$ cat config.mk
export PLATFORM = sky130hd
export DESIGN_NAME = pom_pin2_output_mux
export DESIGN_NICKNAME = d
export VERILOG_FILES = /design/src/verilog/pom_pkg.sv /design/src/verilog/pom_axil_slave.sv /design/src/verilog/pom_signal_mux.sv /design/src/verilog/pom_pin2_output_mux.sv
export SDC_FILE = /design/constraint.sdc
export NUM_CORES = 1
export LEC_CHECK = 0
export ABC_AREA = 0
export BUFFER_PORTS_ARGS = -buffer_cell sky130_fd_sc_hd__buf_2
export CELL_PAD_IN_SITES_DETAIL_PLACEMENT = 1
export CELL_PAD_IN_SITES_GLOBAL_PLACEMENT = 1
export CORE_ASPECT_RATIO = 2
export CORE_MARGIN = 5
export CORE_UTILIZATION = 33
export DETAILED_ROUTE_END_ITERATION = 8
export GPL_ROUTABILITY_DRIVEN = 1
export PLACE_DENSITY_LB_ADDON = 0.05
export SLEW_MARGIN = 40
export SYNTH_ARGS = -nofsm -noshare
export SYNTH_HDL_FRONTEND = slang
export SYNTH_SLANG_ARGS = --single-unit
$ cat constraint.sdc
create_clock -name ref_clk_in -period 4.68 [get_ports ref_clk_in]
set_input_delay 0.234 -clock ref_clk_in [delete_from_list [all_inputs] [get_ports ref_clk_in]]
set_output_delay 0.234 -clock ref_clk_in [all_outputs]
set_load 0.1 [all_outputs]
$ cat src/verilog/pom_pkg.sv
// package: register map, field layout and codes of the pin 2 output mux
package pom_pkg;

  // ---------------------------------------------------------------
  // register map (indices, byte address is four times the index)
  // ---------------------------------------------------------------
  localparam logic [7:0] POM_CTRL_IDX  = 8'h12;
  localparam logic [7:0] POM_CTRL_ADDR = {POM_CTRL_IDX[5:0], 2'b00};
  localparam logic [7:0] POM_STAT_IDX  = 8'h20;
  localparam logic [7:0] POM_STAT_ADDR = {POM_STAT_IDX[5:0], 2'b00};
  localparam logic [7:0] POM_CTRL_RST  = 8'h00;

  // ---------------------------------------------------------------
  // control field positions
  // ---------------------------------------------------------------
  localparam int unsigned POM_SEL_HI = 7;
  localparam int unsigned POM_SEL_LO = 5;
  localparam int unsigned POM_SRC_HI = 4;
  localparam int unsigned POM_SRC_LO = 2;
  localparam int unsigned POM_VAL_BIT = 1;
  localparam int unsigned POM_EN_BIT = 0;

  // status field positions
  localparam int unsigned POM_ST_PIN_BIT = 0;
  localparam int unsigned POM_ST_OE_BIT  = 1;
  localparam int unsigned POM_ST_RSV_BIT = 2;

  // ---------------------------------------------------------------
  // source and select codes
  // ---------------------------------------------------------------
  localparam logic [2:0] POM_SRC_RX3   = 3'h3;
  localparam logic [2:0] POM_SRC_DEV   = 3'h4;
  localparam logic [2:0] POM_SRC_TX    = 3'h6;
  localparam logic [2:0] POM_SEL_RGP3  = 3'h3;
  localparam logic [2:0] POM_SEL_LOCK  = 3'h4;
  localparam logic [2:0] POM_SEL_PASS  = 3'h5;
  localparam logic [2:0] POM_SEL_FV    = 3'h6;
  localparam logic [2:0] POM_SEL_LV    = 3'h7;
  localparam logic [2:0] POM_DSEL_VAL  = 3'h0;
  localparam logic [2:0] POM_DSEL_LOCK = 3'h1;
  localparam logic [2:0] POM_DSEL_PASA = 3'h2;
  localparam logic [2:0] POM_DSEL_PASB = 3'h3;
  localparam logic [2:0] POM_DSEL_FS   = 3'h4;
  localparam logic [2:0] POM_TSEL_AND  = 3'h0;
  localparam logic [2:0] POM_TSEL_OR   = 3'h1;
  localparam logic [2:0] POM_TSEL_FV   = 3'h2;
  localparam logic [2:0] POM_TSEL_LV   = 3'h3;
  localparam logic [2:0] POM_TSEL_SYN  = 3'h4;
  localparam logic [2:0] POM_TSEL_IRQ  = 3'h5;

  // bus responses
  localparam logic [1:0] POM_RESP_OKAY   = 2'h0;
  localparam logic [1:0] POM_RESP_SLVERR = 2'h2;

  function automatic logic pom_is_mapped(input logic [7:0] addr);
    return (addr == POM_CTRL_ADDR) || (addr == POM_STAT_ADDR);
  endfunction : pom_is_mapped

  // with nothing enabled the AND reads low, not vacuously high
  function automatic logic pom_and_en(input logic [3:0] v,
                                      input logic [3:0] en);
    return (&(v | ~en)) & (|en);
  endfunction : pom_and_en

  function automatic logic pom_or_en(input logic [3:0] v,
                                     input logic [3:0] en);
    return |(v & en);
  endfunction : pom_or_en

endpackage : pom_pkg

$ cat src/verilog/pom_axil_slave.sv
// file: axi4-lite slave front end for the pin 2 output mux registers
`timescale 1ns/1ps
module pom_axil_slave
  import pom_pkg::*;
(
  input  wire logic        ref_clk_in,
  input  wire logic        rst_in,
  input  wire logic        awvalid_in,
  output wire logic        awready_out,
  input  wire logic [7:0]  awaddr_in,
  input  wire logic        wvalid_in,
  output wire logic        wready_out,
  input  wire logic [31:0] wdata_in,
  input  wire logic [3:0]  wstrb_in,
  output wire logic        bvalid_out,
  input  wire logic        bready_in,
  output wire logic [1:0]  bresp_out,
  input  wire logic        arvalid_in,
  output wire logic        arready_out,
  input  wire logic [7:0]  araddr_in,
  output wire logic        rvalid_out,
  input  wire logic        rready_in,
  output wire logic [31:0] rdata_out,
  output wire logic [1:0]  rresp_out,
  input  wire logic [31:0] rd_word_in,
  output logic             wr_en_out,
  output logic [7:0]       wr_addr_out,
  output logic [31:0]      wr_data_out,
  output logic [3:0]       wr_strb_out
);

  typedef struct packed {
    logic        aw_got;
    logic [7:0]  aw_addr;
    logic        w_got;
    logic [31:0] w_data;
    logic [3:0]  w_strb;
    logic        awready;
    logic        wready;
    logic        bvalid;
    logic [1:0]  bresp;
    logic        arready;
    logic        rvalid;
    logic [31:0] rdata;
    logic [1:0]  rresp;
  } pom_axil_s;

  pom_axil_s s_q;
  pom_axil_s s_d;

  always_comb begin
    logic aw_hs;
    logic w_hs;
    aw_hs = awvalid_in & s_q.awready;
    w_hs  = wvalid_in & s_q.wready;
    s_d   = s_q;
    if (aw_hs) begin
      s_d.aw_got  = 1'b1;
      s_d.aw_addr = awaddr_in;
    end
    if (w_hs) begin
      s_d.w_got  = 1'b1;
      s_d.w_data = wdata_in;
      s_d.w_strb = wstrb_in;
    end
    if (s_q.bvalid && bready_in) begin
      s_d.bvalid = 1'b0;
    end
    // write commits in the cycle both halves are held or arriving
    wr_en_out   = s_d.aw_got & s_d.w_got & ~s_q.bvalid;
    wr_addr_out = s_d.aw_addr;
    wr_data_out = s_d.w_data;
    wr_strb_out = s_d.w_strb;
    if (wr_en_out) begin
      s_d.aw_got = 1'b0;
      s_d.w_got  = 1'b0;
      s_d.bvalid = 1'b1;
      s_d.bresp  = pom_is_mapped(s_d.aw_addr) ? POM_RESP_OKAY
                                              : POM_RESP_SLVERR;
    end
    // one write outstanding: no new halves until the response drains
    s_d.awready = ~s_d.aw_got & ~s_d.bvalid;
    s_d.wready  = ~s_d.w_got & ~s_d.bvalid;
    if (s_q.rvalid && rready_in) begin
      s_d.rvalid = 1'b0;
    end
    if (arvalid_in && s_q.arready) begin
      s_d.rvalid = 1'b1;
      s_d.rdata  = rd_word_in;
      s_d.rresp  = pom_is_mapped(araddr_in) ? POM_RESP_OKAY
                                            : POM_RESP_SLVERR;
    end
    s_d.arready = ~s_d.rvalid;
  end

  always_ff @(posedge ref_clk_in) begin
    if (rst_in) begin
      s_q <= '0;
    end else begin
      s_q <= s_d;
    end
  end

  assign awready_out = s_q.awready;
  assign wready_out  = s_q.wready;
  assign bvalid_out  = s_q.bvalid;
  assign bresp_out   = s_q.bresp;
  assign arready_out = s_q.arready;
  assign rvalid_out  = s_q.rvalid;
  assign rdata_out   = s_q.rdata;
  assign rresp_out   = s_q.rresp;

endmodule : pom_axil_slave

$ cat src/verilog/pom_signal_mux.sv
// file: source and select decode for the pin 2 output level
`timescale 1ns/1ps
module pom_signal_mux
  import pom_pkg::*;
(
  input  wire logic [2:0]  src_in,
  input  wire logic [2:0]  sel_in,
  input  wire logic        static_value_in,
  input  wire logic [15:0] rx_remote_gpio_in,
  input  wire logic [3:0]  rx_lock_in,
  input  wire logic [3:0]  rx_pass_in,
  input  wire logic [3:0]  rx_frame_valid_in,
  input  wire logic [3:0]  rx_line_valid_in,
  input  wire logic [3:0]  rx_port_enable_in,
  input  wire logic [3:0]  tx_port_select_in,
  input  wire logic        frame_sync_pulse_in,
  input  wire logic        tx_frame_active_in,
  input  wire logic        tx_line_active_in,
  input  wire logic        tx_synced_in,
  input  wire logic        tx_irq_in,
  output logic             level_out,
  output logic             reserved_out
);

  always_comb begin
    logic [1:0] port;
    port         = src_in[1:0];
    level_out    = 1'b0;
    reserved_out = 1'b0;
    if (src_in <= POM_SRC_RX3) begin
      unique case (sel_in) // RL1
        POM_SEL_LOCK: level_out = rx_lock_in[port]; // RL4
        POM_SEL_PASS: level_out = rx_pass_in[port]; // RL4
        POM_SEL_FV:   level_out = rx_frame_valid_in[port]; // RL4
        POM_SEL_LV:   level_out = rx_line_valid_in[port]; // RL4
        default:      level_out =
                        rx_remote_gpio_in[{port, sel_in[1:0]}]; // RL3
      endcase
    end else if (src_in == POM_SRC_DEV) begin // RL2
      unique case (sel_in)
        POM_DSEL_VAL:  level_out = static_value_in; // RL5
        POM_DSEL_LOCK: level_out = pom_or_en(rx_lock_in,
                                             rx_port_enable_in); // RL6
        POM_DSEL_PASA,
        POM_DSEL_PASB: level_out = pom_and_en(rx_pass_in,
                                              rx_port_enable_in); // RL7
        POM_DSEL_FS:   level_out = frame_sync_pulse_in; // RL8
        default:       reserved_out = 1'b1; // RL14
      endcase
    end else if (src_in == POM_SRC_TX) begin // RL2
      unique case (sel_in)
        POM_TSEL_AND: level_out = pom_and_en(rx_pass_in,
                                             tx_port_select_in); // RL9
        POM_TSEL_OR:  level_out = pom_or_en(rx_pass_in,
                                            tx_port_select_in); // RL9
        POM_TSEL_FV:  level_out = tx_frame_active_in; // RL10
        POM_TSEL_LV:  level_out = tx_line_active_in; // RL10
        POM_TSEL_SYN: level_out = tx_synced_in; // RL11
        POM_TSEL_IRQ: level_out = tx_irq_in; // RL11
        default:      reserved_out = 1'b1; // RL14
      endcase
    end else begin
      reserved_out = 1'b1; // RL14
    end
  end

endmodule : pom_signal_mux

$ cat src/verilog/pom_pin2_output_mux.sv
// file: top of the pin 2 output mux with its control register
// ---------------------------------------------------------------
// Notes on behaviour
// RL1 - source codes 000..011 route receive ports 0..3 to the pin
// RL2 - source 100 is device status, 110 the transmit port; 101, 111 reserved
// RL3 - receive source, select 000..011: that port's remote inputs 0..3
// RL4 - receive source, select 100..111: lock, pass, frame valid, line valid
// RL5 - status source, select 000: the static value bit
// RL6 - status source, select 001: OR of lock over enabled receive ports
// RL7 - status source, select 011 (and 010): AND of pass over enabled ports
// RL8 - status source, select 100: frame sync; 101..111 reserved
// RL9 - transmit source, 000: AND, 001: OR of pass over selected ports
// RL10 - transmit source, 010: frame being sent, 011: line being sent
// RL11 - transmit source, 100: ports synchronised, 101: transmit interrupt
// RL12 - bit 0 enables the pin driver; resets to 0, pin undriven
// RL13 - static value bit drives the pin only when selected and enabled
// RL14 - reserved or undocumented codes drive the pin low while enabled
// ---------------------------------------------------------------
`timescale 1ns/1ps
module pom_pin2_output_mux
  import pom_pkg::*;
(
  input  wire logic        ref_clk_in,
  input  wire logic        rst_in,
  input  wire logic        s_axi_awvalid_in,
  output wire logic        s_axi_awready_out,
  input  wire logic [7:0]  s_axi_awaddr_in,
  input  wire logic        s_axi_wvalid_in,
  output wire logic        s_axi_wready_out,
  input  wire logic [31:0] s_axi_wdata_in,
  input  wire logic [3:0]  s_axi_wstrb_in,
  output wire logic        s_axi_bvalid_out,
  input  wire logic        s_axi_bready_in,
  output wire logic [1:0]  s_axi_bresp_out,
  input  wire logic        s_axi_arvalid_in,
  output wire logic        s_axi_arready_out,
  input  wire logic [7:0]  s_axi_araddr_in,
  output wire logic        s_axi_rvalid_out,
  input  wire logic        s_axi_rready_in,
  output wire logic [31:0] s_axi_rdata_out,
  output wire logic [1:0]  s_axi_rresp_out,
  input  wire logic [15:0] rx_remote_gpio_in,
  input  wire logic [3:0]  rx_lock_in,
  input  wire logic [3:0]  rx_pass_in,
  input  wire logic [3:0]  rx_frame_valid_in,
  input  wire logic [3:0]  rx_line_valid_in,
  input  wire logic [3:0]  rx_port_enable_in,
  input  wire logic [3:0]  tx_port_select_in,
  input  wire logic        frame_sync_pulse_in,
  input  wire logic        tx_frame_active_in,
  input  wire logic        tx_line_active_in,
  input  wire logic        tx_synced_in,
  input  wire logic        tx_irq_in,
  output wire logic        pin2_data_out,
  output wire logic        pin2_oe_out
);

  // ---------------------------------------------------------------
  // state
  // ---------------------------------------------------------------
  typedef struct packed {
    logic [7:0] ctrl;
    logic       pin;
    logic       oe;
    logic       rsv;
  } pom_top_s;

  pom_top_s    s_q;
  pom_top_s    s_d;
  logic        wr_en;
  logic [7:0]  wr_addr;
  logic [31:0] wr_data;
  logic [3:0]  wr_strb;
  logic [31:0] rd_word;
  logic        level;
  logic        reserved;

  // ---------------------------------------------------------------
  // register bus
  // ---------------------------------------------------------------
  pom_axil_slave u_bus (
    .ref_clk_in  (ref_clk_in),
    .rst_in      (rst_in),
    .awvalid_in  (s_axi_awvalid_in),
    .awready_out (s_axi_awready_out),
    .awaddr_in   (s_axi_awaddr_in),
    .wvalid_in   (s_axi_wvalid_in),
    .wready_out  (s_axi_wready_out),
    .wdata_in    (s_axi_wdata_in),
    .wstrb_in    (s_axi_wstrb_in),
    .bvalid_out  (s_axi_bvalid_out),
    .bready_in   (s_axi_bready_in),
    .bresp_out   (s_axi_bresp_out),
    .arvalid_in  (s_axi_arvalid_in),
    .arready_out (s_axi_arready_out),
    .araddr_in   (s_axi_araddr_in),
    .rvalid_out  (s_axi_rvalid_out),
    .rready_in   (s_axi_rready_in),
    .rdata_out   (s_axi_rdata_out),
    .rresp_out   (s_axi_rresp_out),
    .rd_word_in  (rd_word),
    .wr_en_out   (wr_en),
    .wr_addr_out (wr_addr),
    .wr_data_out (wr_data),
    .wr_strb_out (wr_strb)
  );

  // ---------------------------------------------------------------
  // signal selection
  // ---------------------------------------------------------------
  pom_signal_mux u_mux (
    .src_in              (s_q.ctrl[POM_SRC_HI:POM_SRC_LO]),
    .sel_in              (s_q.ctrl[POM_SEL_HI:POM_SEL_LO]),
    .static_value_in     (s_q.ctrl[POM_VAL_BIT]),
    .rx_remote_gpio_in   (rx_remote_gpio_in),
    .rx_lock_in          (rx_lock_in),
    .rx_pass_in          (rx_pass_in),
    .rx_frame_valid_in   (rx_frame_valid_in),
    .rx_line_valid_in    (rx_line_valid_in),
    .rx_port_enable_in   (rx_port_enable_in),
    .tx_port_select_in   (tx_port_select_in),
    .frame_sync_pulse_in (frame_sync_pulse_in),
    .tx_frame_active_in  (tx_frame_active_in),
    .tx_line_active_in   (tx_line_active_in),
    .tx_synced_in        (tx_synced_in),
    .tx_irq_in           (tx_irq_in),
    .level_out           (level),
    .reserved_out        (reserved)
  );

  // ---------------------------------------------------------------
  // read data, sampled by the slave on the address handshake
  // ---------------------------------------------------------------
  always_comb begin
    rd_word = 32'h0000_0000;
    if (s_axi_araddr_in == POM_CTRL_ADDR) begin
      rd_word[7:0] = s_q.ctrl;
    end else if (s_axi_araddr_in == POM_STAT_ADDR) begin
      rd_word[POM_ST_PIN_BIT] = s_q.pin;
      rd_word[POM_ST_OE_BIT]  = s_q.oe;
      rd_word[POM_ST_RSV_BIT] = s_q.rsv;
    end
  end

  // ---------------------------------------------------------------
  // control register and pin flops
  // ---------------------------------------------------------------
  always_comb begin
    s_d = s_q;
    // status register is read only; writes to it are dropped
    if (wr_en && wr_addr == POM_CTRL_ADDR && wr_strb[0]) begin
      s_d.ctrl = wr_data[7:0];
    end
    s_d.oe  = s_q.ctrl[POM_EN_BIT]; // RL12
    s_d.rsv = reserved;
    // the pin is registered so the driver never glitches on a decode
    s_d.pin = s_q.ctrl[POM_EN_BIT] & level & ~reserved; // RL13 RL14
  end

  always_ff @(posedge ref_clk_in) begin
    if (rst_in) begin
      s_q      <= '0;
      s_q.ctrl <= POM_CTRL_RST; // RL12 RL13
    end else begin
      s_q <= s_d;
    end
  end

  assign pin2_data_out = s_q.pin;
  assign pin2_oe_out   = s_q.oe;

endmodule : pom_pin2_output_mux

After elaboration in Yosys (flattened, before gate mapping)
Index checks and enable logic that the tools add are counted.

Register bits: 74. Word-level logic and storage cells: 108.

Order comparisons: 3. Eq/ne operators: 13. Muxes and demuxes: 34. Reduce and logical (&&, ||, !) cells: 17. Bitwise gates (word level): 22.

Operator list (count): $mux 37 (1); $mux 35 (1); $eq 3x3->1 const B (6); $mux 1 (17); $eq 8x7->1 const B (2); $eq 8x8->1 const B (2); $reduce_or 4->1 (4); $and 1x1->1 (10); $mux 3 (3); $mux 9 (1); $and 4x4->4 (2); $bmux 1 s2 (4); $not 4->4 (2); $or 4x4->4 (2); $pmux 1 s4 (2); $reduce_and 4->1 (2); $eq 3x2->1 const B (2); $not 1->1 (6); $pmux 1 s6 (1); $reduce_or 6->1 (1); $logic_and 1x1->1 (5); $lt 4x5->1 const B (1); $mux 5 (1); $reduce_or 5->1 (1); 8 further kinds (10).

Longest topological paths before layout
Gate-level depths: netlist (run 1).

Word-level depth: 10. Depth in mapped cells: 7.

Cells and area by module
From an unflattened synthesis (run 1), not the netlist that was laid out.

Cells, all modules: 527. Area, all modules: 4911.0 um^2.

Modules (own cells, without submodules): pom_axil_slave (instances 1, area each 3802.4 um^2, cells each 409); pom_pin2_output_mux (instances 1, area each 569.3 um^2, cells each 60); pom_signal_mux (instances 1, area each 539.3 um^2, cells each 58).

Least setup slack after synthesis (run 1)
Ideal clock, no wire load.

Path type: register -> register. From: register u_bus.s_q (netlist bit u_bus.wready_out). To: register s_q[4] in the netlist's numbering. Arrival: 2514 ps. Clock period less this slack: 2600 ps. Data required time: 4594 ps. Stages on the path, launching flop included: 7. Setup slack: 2080 ps. Setup time: 86 ps. Cells stage by stage: dfxtp_1 nand2_1 mux2i_1 a2111oi_4 buf_2 nor2_1 a211oi_1.

Word-level cells in the longest chain between the ends: 6.

Ends and longest elaborated chain: start: declaration (RTL line pom_axil_slave.sv:48) `pom_axil_s s_q;`; start signal: assignment (RTL line pom_axil_slave.sv:98) `s_q <= '0;`; start signal: assignment (RTL line pom_axil_slave.sv:100) `s_q <= s_d;`; $and 1x1->1 * (RTL line pom_axil_slave.sv:55) `w_hs = wvalid_in & s_q.wready;`; $mux 37 * (RTL line pom_axil_slave.sv:61) `if (w_hs) begin`; $and 1x1->1 (2 in a row) (RTL line pom_axil_slave.sv:70) `wr_en_out = s_d.aw_got & s_d.w_got & ~s_q.bvalid;`; $logic_and 1x1->1 (2 in a row) (RTL line pom_pin2_output_mux.sv:151) `if (wr_en && wr_addr == POM_CTRL_ADDR && wr_strb[0]) begin`; end: declaration (RTL line pom_pin2_output_mux.sv:68) `pom_top_s s_q;`.

Mark *: on every way between the ends. The rest lies on a longest branch, timed or not. A chain may end at the register's enable or synchronous reset.

Final worst setup path (run 1)
From: register s_q[5] in the netlist's numbering. To: register s_q (netlist bit pin2_data_out).

Word-level cells in the longest chain between the ends: 6.

Ends and longest elaborated chain: $bmux 1 s4, or another cell as far along (RTL line pom_signal_mux.sv:37) `rx_remote_gpio_in[{port, sel_in[1:0]}];`; $mux 1 (implied by the code), or another cell as far along (RTL line pom_signal_mux.sv:37); $pmux 1 s4 / $mux 1 (equally long branches) (RTL line pom_signal_mux.sv:31, pom_signal_mux.sv:39); $mux 1 (RTL line pom_signal_mux.sv:30) `if (src_in <= POM_SRC_RX3) begin`; $and 1x1->1 / $not 1->1 (equally long branches) (RTL line pom_pin2_output_mux.sv:157) `s_d.pin = s_q.ctrl[POM_EN_BIT] & level & ~reserved;`; $and 1x1->1 * (RTL line pom_pin2_output_mux.sv:157).

Mark *: on every way between the ends. The rest lies on a longest branch, timed or not. The select of a mux whose other input is x is not followed.

==> metrics, run 1 <==
Worst Setup EP=pin2_data_out$_SDFF_PP0_; crit end category=flip-flop; Crit path arrival time=2.55 ns; Seq pwr share=36.8%; Slew HR=48.16%; CP startpoint kind=flip-flop; # diodes=0; critical path class=flip-flop to flip-flop; main area contributors after synthesis=dfxtp_1 (36%), buf_4 (11%), mux2i_1 (5.2%); FILL cells=952; Post-synth ARST share=0%; Ports=147; final hold violations=0; Max IR drop VDD=176.6 uV; Die X=71.56 microns; grt total ovfl=0; met1 usage=18.11%; Clock Pin Slew Worst Setup and Hold Paths=0.06 ns; Yosys top cell by area=dfxtp_1; Post-Route Utilization=about two fifths; CTS tree=yes; vias per inst=about 4.8; cell with the most instances after synthesis=dfxtp_1; Seq/Total Area, Yosys=36.02%; Slew @ Worst Pin=0.7777 ns; vias in the first global route=2294; die area=9526 sq um; total track usage=about 14%; synthesized area=2501 sq um; Max Cap Viol=0; switching part of the total=31.27%; top cell type's share of synthesized area=36.02%; DRT Pass-1 Iters=4; Detail Route Antenna Nets=0; R2R Path Start=s_q[5]$_SDFFE_PP0P_; r2r worst-path depth=5; core area=7488 sq um; clk_lat worst skew=0.28 ns; Yosys Warn Count=0; period utilization=51.20%; met2 usage=24.49%; starting density of the core=around 33%; wire per inst=15.49 microns; Psw=between 0.0003 and 0.0004 W; HPWL Detailed=5.383 mm; Worst Path Max Fanout=12; CP peak stage delay=just under 0.7 ns; CTS Buf Count=5; clk root buf=clkbuf_16; slowest stage cell, crit path=dfxtp_1; DP Worst Slack=about 2.3 ns; pin count of the biggest net entering global routing=45; Logic pwr share=22.6%; leakage=between 1 and 1.5 nW; Layout area overhead=21.11%; Post-synth EDFFs=0; P_int=0.0007593 W; Synth Instances=around 280; post-route cell area=3029 sq um; Port-buffer cells=93; clock sinks=45; GRT busiest layer=met2; vias=2165; max reg flops=19; crit path time final=2.396 ns; Final Max Slew Viols=0; reg2reg end=pin2_data_out$_SDFF_PP0_; Starting DRT DRC Count=62; RePlAce Congestion=0.8045; status=complete, no violations; placed inst area=2816 sq um; unrepaired setup endpoints after global routing=no; layout cells sized above 1=~32%; clock buffer depth=2; initial antenna violation count=0; Core Rows=between 40 and 50; PD cells=364.7 nW/um^2; PostCTS Resize Cnt=0; ys flop type=dfxtp_1; Final nets=456; WHS=0.2007 ns; M3 GR Usage=3.097%; setup violators final=0; Reg2Reg Setup Slack=around 2.3 ns; Worst Setup SP=s_q[5]$_SDFFE_PP0P_; Biggest register=u_bus.s_q; final WL=6.926 mm; Die Ht=133.1 microns; worst path required time=4.84 ns; clock group share of total power=40.6%; Synth cell types=between 40 and 50; hold crit path type=input pin to flip-flop; Hold Buf Count CTS=0; clk_skew=0.002725 ns; post-CTS setup buffer count=0; Clock H-tree levels=2; top post-synthesis cells by count=dfxtp_1 (45), buf_4 (36), nor2_1 (31); Fin Setup TNS=0 ns; Setup WS post-layout=2.284 ns; post-synthesis register bit count=45; DRC=0; Max Fclk=417.3 MHz; syn avg cell area=8.997 sq um; first-pass GRT wire length=11.17 mm; critical path, cell by cell=mux4_1 > mux4_2 > or3b_1 > nand4_1 > a31oi_1
-- power by group through the flow --
stage	registers, W	clock network [W]	logic (W)
2_1_floorplan	0.000439	0	0.000192
3_3_place_gp	0.000414	0	0.000246
3_5_place_dp	0.000415	0	0.000250
4_1_cts	0.000407	0.000461	0.000250
5_1_grt	0.000408	0.000472	0.000265
6_report	0.000407	0.000448	0.000250
-- cells in the final DEF, fill, tap and decap left out, types with 4 or more instances in the layout --
master	synthesis	routed
mux4_2	5	5
a211oi_1	9	9
conb_1	1	26
a221oi_1	5	5
mux4_1	4	4
dfxtp_1	45	45
a21oi_1	21	21
nand2b_1	8	8
buf_2	2	93
nor3_1	7	7
nand3_1	8	8
mux2i_1	13	13
nor2_1	31	31
nand2_1	27	27
nand3b_1	4	4
clkbuf_16	0	5
-- critical path, delay by kind of cell (launching register included) --
kind	cells	cell delay, ns
flops	1	0.68
simple gates	2	0.44
compound gates	1	0.05
mux	2	1.10
-- per-layer routing --
metal  share of wire [%]  wire [microns]  vias up
li1                    -               -     1073
met1                  40            2781     1036
met2                  53            3702       51
met3                 5.3             368        5
met4                 1.1              73        0
met5                   0               0        -
-- worst min-delay path by stage --
stage	startpoint	end	cells after the start
2_1_floorplan	s_axi_awaddr_in[1]	u_bus.s_q[79]$_SDFF_PP0_	2
3_3_place_gp	u_bus.rdata_out[7]$_SDFFE_PP0P_	u_bus.rdata_out[7]$_SDFFE_PP0P_	2
3_5_place_dp	u_bus.rdata_out[3]$_SDFFE_PP0P_	u_bus.rdata_out[3]$_SDFFE_PP0P_	2
4_1_cts	s_axi_awaddr_in[0]	u_bus.s_q[78]$_SDFF_PP0_	3
5_1_grt	s_axi_awaddr_in[4]	u_bus.s_q[82]$_SDFF_PP0_	3
6_report	s_axi_awaddr_in[2]	u_bus.s_q[80]$_SDFF_PP0_	3
-- final cells by class --
class | instances | area [sq um] | share of cell area, %
repair buffers | 94 | 473.0 | 15.61
clock buffers | 5 | 125.1 | 4.131
clock inverters | 3 | 65.06 | 2.148
well taps | 94 | 117.6 | 3.883
flip-flops and latches | 45 | 900.9 | 29.74
inverters | 3 | 11.26 | 0.3717
multi-input cells | 203 | 1336 | 44.11
-- cells by family (layout without fill, tap and decap cells) --
logic type / count (synthesis) / count (layout) / synth area share [%]
AOI/OAI and AO/OA: 49 / 49 / 13.51
buffers and inverters: 55 / 105 / 14.91
DFF: 45 / 45 / 36.02
muxes: 23 / 23 / 14.36
other: 1 / 26 / 0.1499
and+or+nand+nor: 105 / 105 / 21.06
-- stage by stage --
step	total power, W	std cells
after floorplan	0.0006308	303
after global placement	0.0006604	438
after detailed placement	0.0006649	438
after CTS	0.001118	446
after global routing	0.001145	447
final	0.001105	447
Power figures use the tool's default switching activity.
==> run 2, diff against run 1 <==
--- a/config.mk
+++ b/config.mk
@@ -11,7 +11,7 @@
 export CELL_PAD_IN_SITES_GLOBAL_PLACEMENT = 1
 export CORE_ASPECT_RATIO = 2
 export CORE_MARGIN = 5
-export CORE_UTILIZATION = 33
+export CORE_UTILIZATION = 28
 export DETAILED_ROUTE_END_ITERATION = 8
 export GPL_ROUTABILITY_DRIVEN = 1
 export PLACE_DENSITY_LB_ADDON = 0.05
==> constraint.sdc (replaced) <==
create_clock -name ref_clk_in -period 2.1 [get_ports ref_clk_in]
set_input_delay 0.105 -clock ref_clk_in [delete_from_list [all_inputs] [get_ports ref_clk_in]]
set_output_delay 0.105 -clock ref_clk_in [all_outputs]
set_load 0.1 [all_outputs]
==> run 2 against run 1 <==
Sequential cell count unchanged. Total power up 120%. Clock skew up 0.0029 ns. Core utilization down 4.7 points. Fmax up 20%. Global-route usage down 0.27 points. Clock power up 110%. First-iteration DRC count down 24%. Design area up 2.7%. Register-to-register slack worse by 2.2 ns. Die area up 16%.
==> metrics, run 2 (synthesis results as in run 1) <==
M3 GR Usage=3.701% (was 3.097%); initial antenna violation count=0 (unchanged); GRT busiest layer=met2 (unchanged); vias in the first global route=2516 (was 2294); first-pass GRT wire length=12.34 mm (was 11.17 mm); vias per inst=4.781 (was 4.843); Crit path arrival time=2.15 ns (was 2.55 ns); Final Max Slew Viols=0 (unchanged); max reg flops=19 (unchanged); CTS tree=yes (unchanged); # diodes=0 (unchanged); HPWL Detailed=6.378 mm (was 5.383 mm); vias=2223 (was 2165); Core Rows=48 (was 45); Max IR drop VDD=402.1 uV (was 176.6 uV); leakage=1.374 nW (was 1.326 nW); clk_skew=0.005584 ns (was 0.002725 ns); Detail Route Antenna Nets=0 (unchanged); die area=11040 sq um (was 9526 sq um); Layout area overhead=24.36% (was 21.11%); total power=0.002396 W (was 0.001105 W); clock sinks=45 (unchanged); RePlAce Congestion=0.7674 (was 0.8045); Max Cap Viol=0 (unchanged); DRC=0 (unchanged); setup violators final=0 (unchanged); Post-Route Utilization=35.72% (was 40.45%); wire per inst=16.58 microns (was 15.49 microns); leading cell types in the layout, fill and taps excluded=buf_2 (93), dfxtp_1 (42), nor2_1 (31) (was buf_2 (93), dfxtp_1 (45), nor2_1 (31)); CP startpoint kind=flip-flop (unchanged); clk_lat worst skew=0.29 ns (was 0.28 ns); leading cell type in the layout, fill and taps excluded=buf_2 (unchanged); status=complete, no violations (unchanged); unrepaired setup endpoints after global routing=no (unchanged); CTS Buf Count=5 (unchanged); total track usage=14.06% (was 14.34%); Port-buffer cells=93 (unchanged); Clock Pin Slew Worst Setup and Hold Paths=0.06 ns (about the same); met2 usage=28.10% (was 24.49%); pin count of the biggest net entering global routing=28 (was 45); DRT Pass-1 Iters=4 (unchanged); Worst Path Max Fanout=6 (was 12); Biggest register=u_bus.s_q (unchanged); clk root buf=clkbuf_16 (unchanged); grt total ovfl=0 (unchanged); Final nets=468 (was 456); Starting DRT DRC Count=47 (was 62); post-CTS setup buffer count=0 (unchanged); Die X=76.83 microns (was 71.56 microns); Max Fclk=502.1 MHz (was 417.3 MHz); worst path required time=2.26 ns (was 4.84 ns); crit end category=flip-flop (unchanged); layout cells sized above 1=35.34% (was 32.01%); Fin Setup TNS=0 ns (unchanged); period utilization=94.84% (was 51.20%); final WL=7.711 mm (was 6.926 mm); final hold violations=0 (unchanged); met1 usage=13.45% (was 18.11%); PD cells=770.4 nW/um^2 (was 364.7 nW/um^2); starting density of the core=28.72% (was 33.40%); FILL cells=1075 (was 952); Ports=147 (unchanged); crit path time final=1.992 ns (was 2.396 ns); clock buffer depth=2 (unchanged); Die Ht=143.7 microns (was 133.1 microns); hold crit path type=input pin to flip-flop (unchanged); critical path class=flip-flop to flip-flop (unchanged); WHS=0.07658 ns (was 0.2007 ns); core area=8708 sq um (was 7488 sq um); Clock H-tree levels=2 (unchanged)
-- run 2: worst paths after layout --
check | startpoint | end | slack, ns | depth (start not counted)
setup reg to reg | s_q[5]$_SDFFE_PP0P_ | pin2_data_out$_SDFF_PP0_ | 0.11 | 5
setup / recovery | s_q[5]$_SDFFE_PP0P_ | pin2_data_out$_SDFF_PP0_ | 0.11 | 5
hold reg to reg | u_bus.rdata_out[5]$_SDFFE_PP0P_ | u_bus.rdata_out[5]$_SDFFE_PP0P_ | 0.45 | 2
hold / removal | s_axi_awaddr_in[1] | u_bus.s_q[79]$_SDFF_PP0_ | 0.08 | 3
-- run 2: per-layer routing --
metal  vias to the layer above  share of wire (%)
met3                         7                5.4
met1                      1054                 35
met4                         0                1.4
li1                       1094                  -
met2                        68                 58
met5                         -                  0
-- run 2: area by class of cell --
cell class              count  area, sq um  share of cell area, %
repair buffers            106        575.6                  18.50
inverters                   3        11.26                 0.3620
well taps                 100        125.1                  4.023
clock buffers               7        142.6                  4.586
multi-input cells         203         1316                  42.32
clock inverters             1        30.03                 0.9654
flip-flops and latches     45        909.6                  29.24
-- run 2: worst max-delay path: stages (launching register included) --
cell,delay (ns)
dfxtp_4,0.40
mux4_2,0.52
mux4_2,0.47
or3b_1,0.36
nand4_1,0.08
a31oi_1,0.05
-- run 2: what timing repair did --
action                     in CTS  in global routing
hold buffers                    0                  0
setup endpoints to repair       1                  1
gates resized for setup         1                  3
hold endpoints to repair        0                  0
-- run 2: report_power, final --
| group | total (W) | switching [W] | internal, W |
|---|---|---|---|
| Clock | 0.000923 | 0.000328 | 0.000595 |
| Sequential | 0.000906 | 0.0000180 | 0.000888 |
| Combinational | 0.000568 | 0.000437 | 0.000131 |
| Total | 0.00240 | 0.000782 | 0.00161 |
-- run 2: metrics by stage --
| stage | instances | instance area (sq um) | setup WS, ns |
|---|---|---|---|
| finish | 465 | 3110 | 0.1084 |
| global route | 465 | 3110 | 0.002600 |
| CTS | 465 | 3115 | 0.004662 |
| detailed placement | 457 | 2942 | -0.05914 |
| global placement | 457 | 2942 | -0.02466 |
| floorplan | 303 | 2603 | 0.03233 |
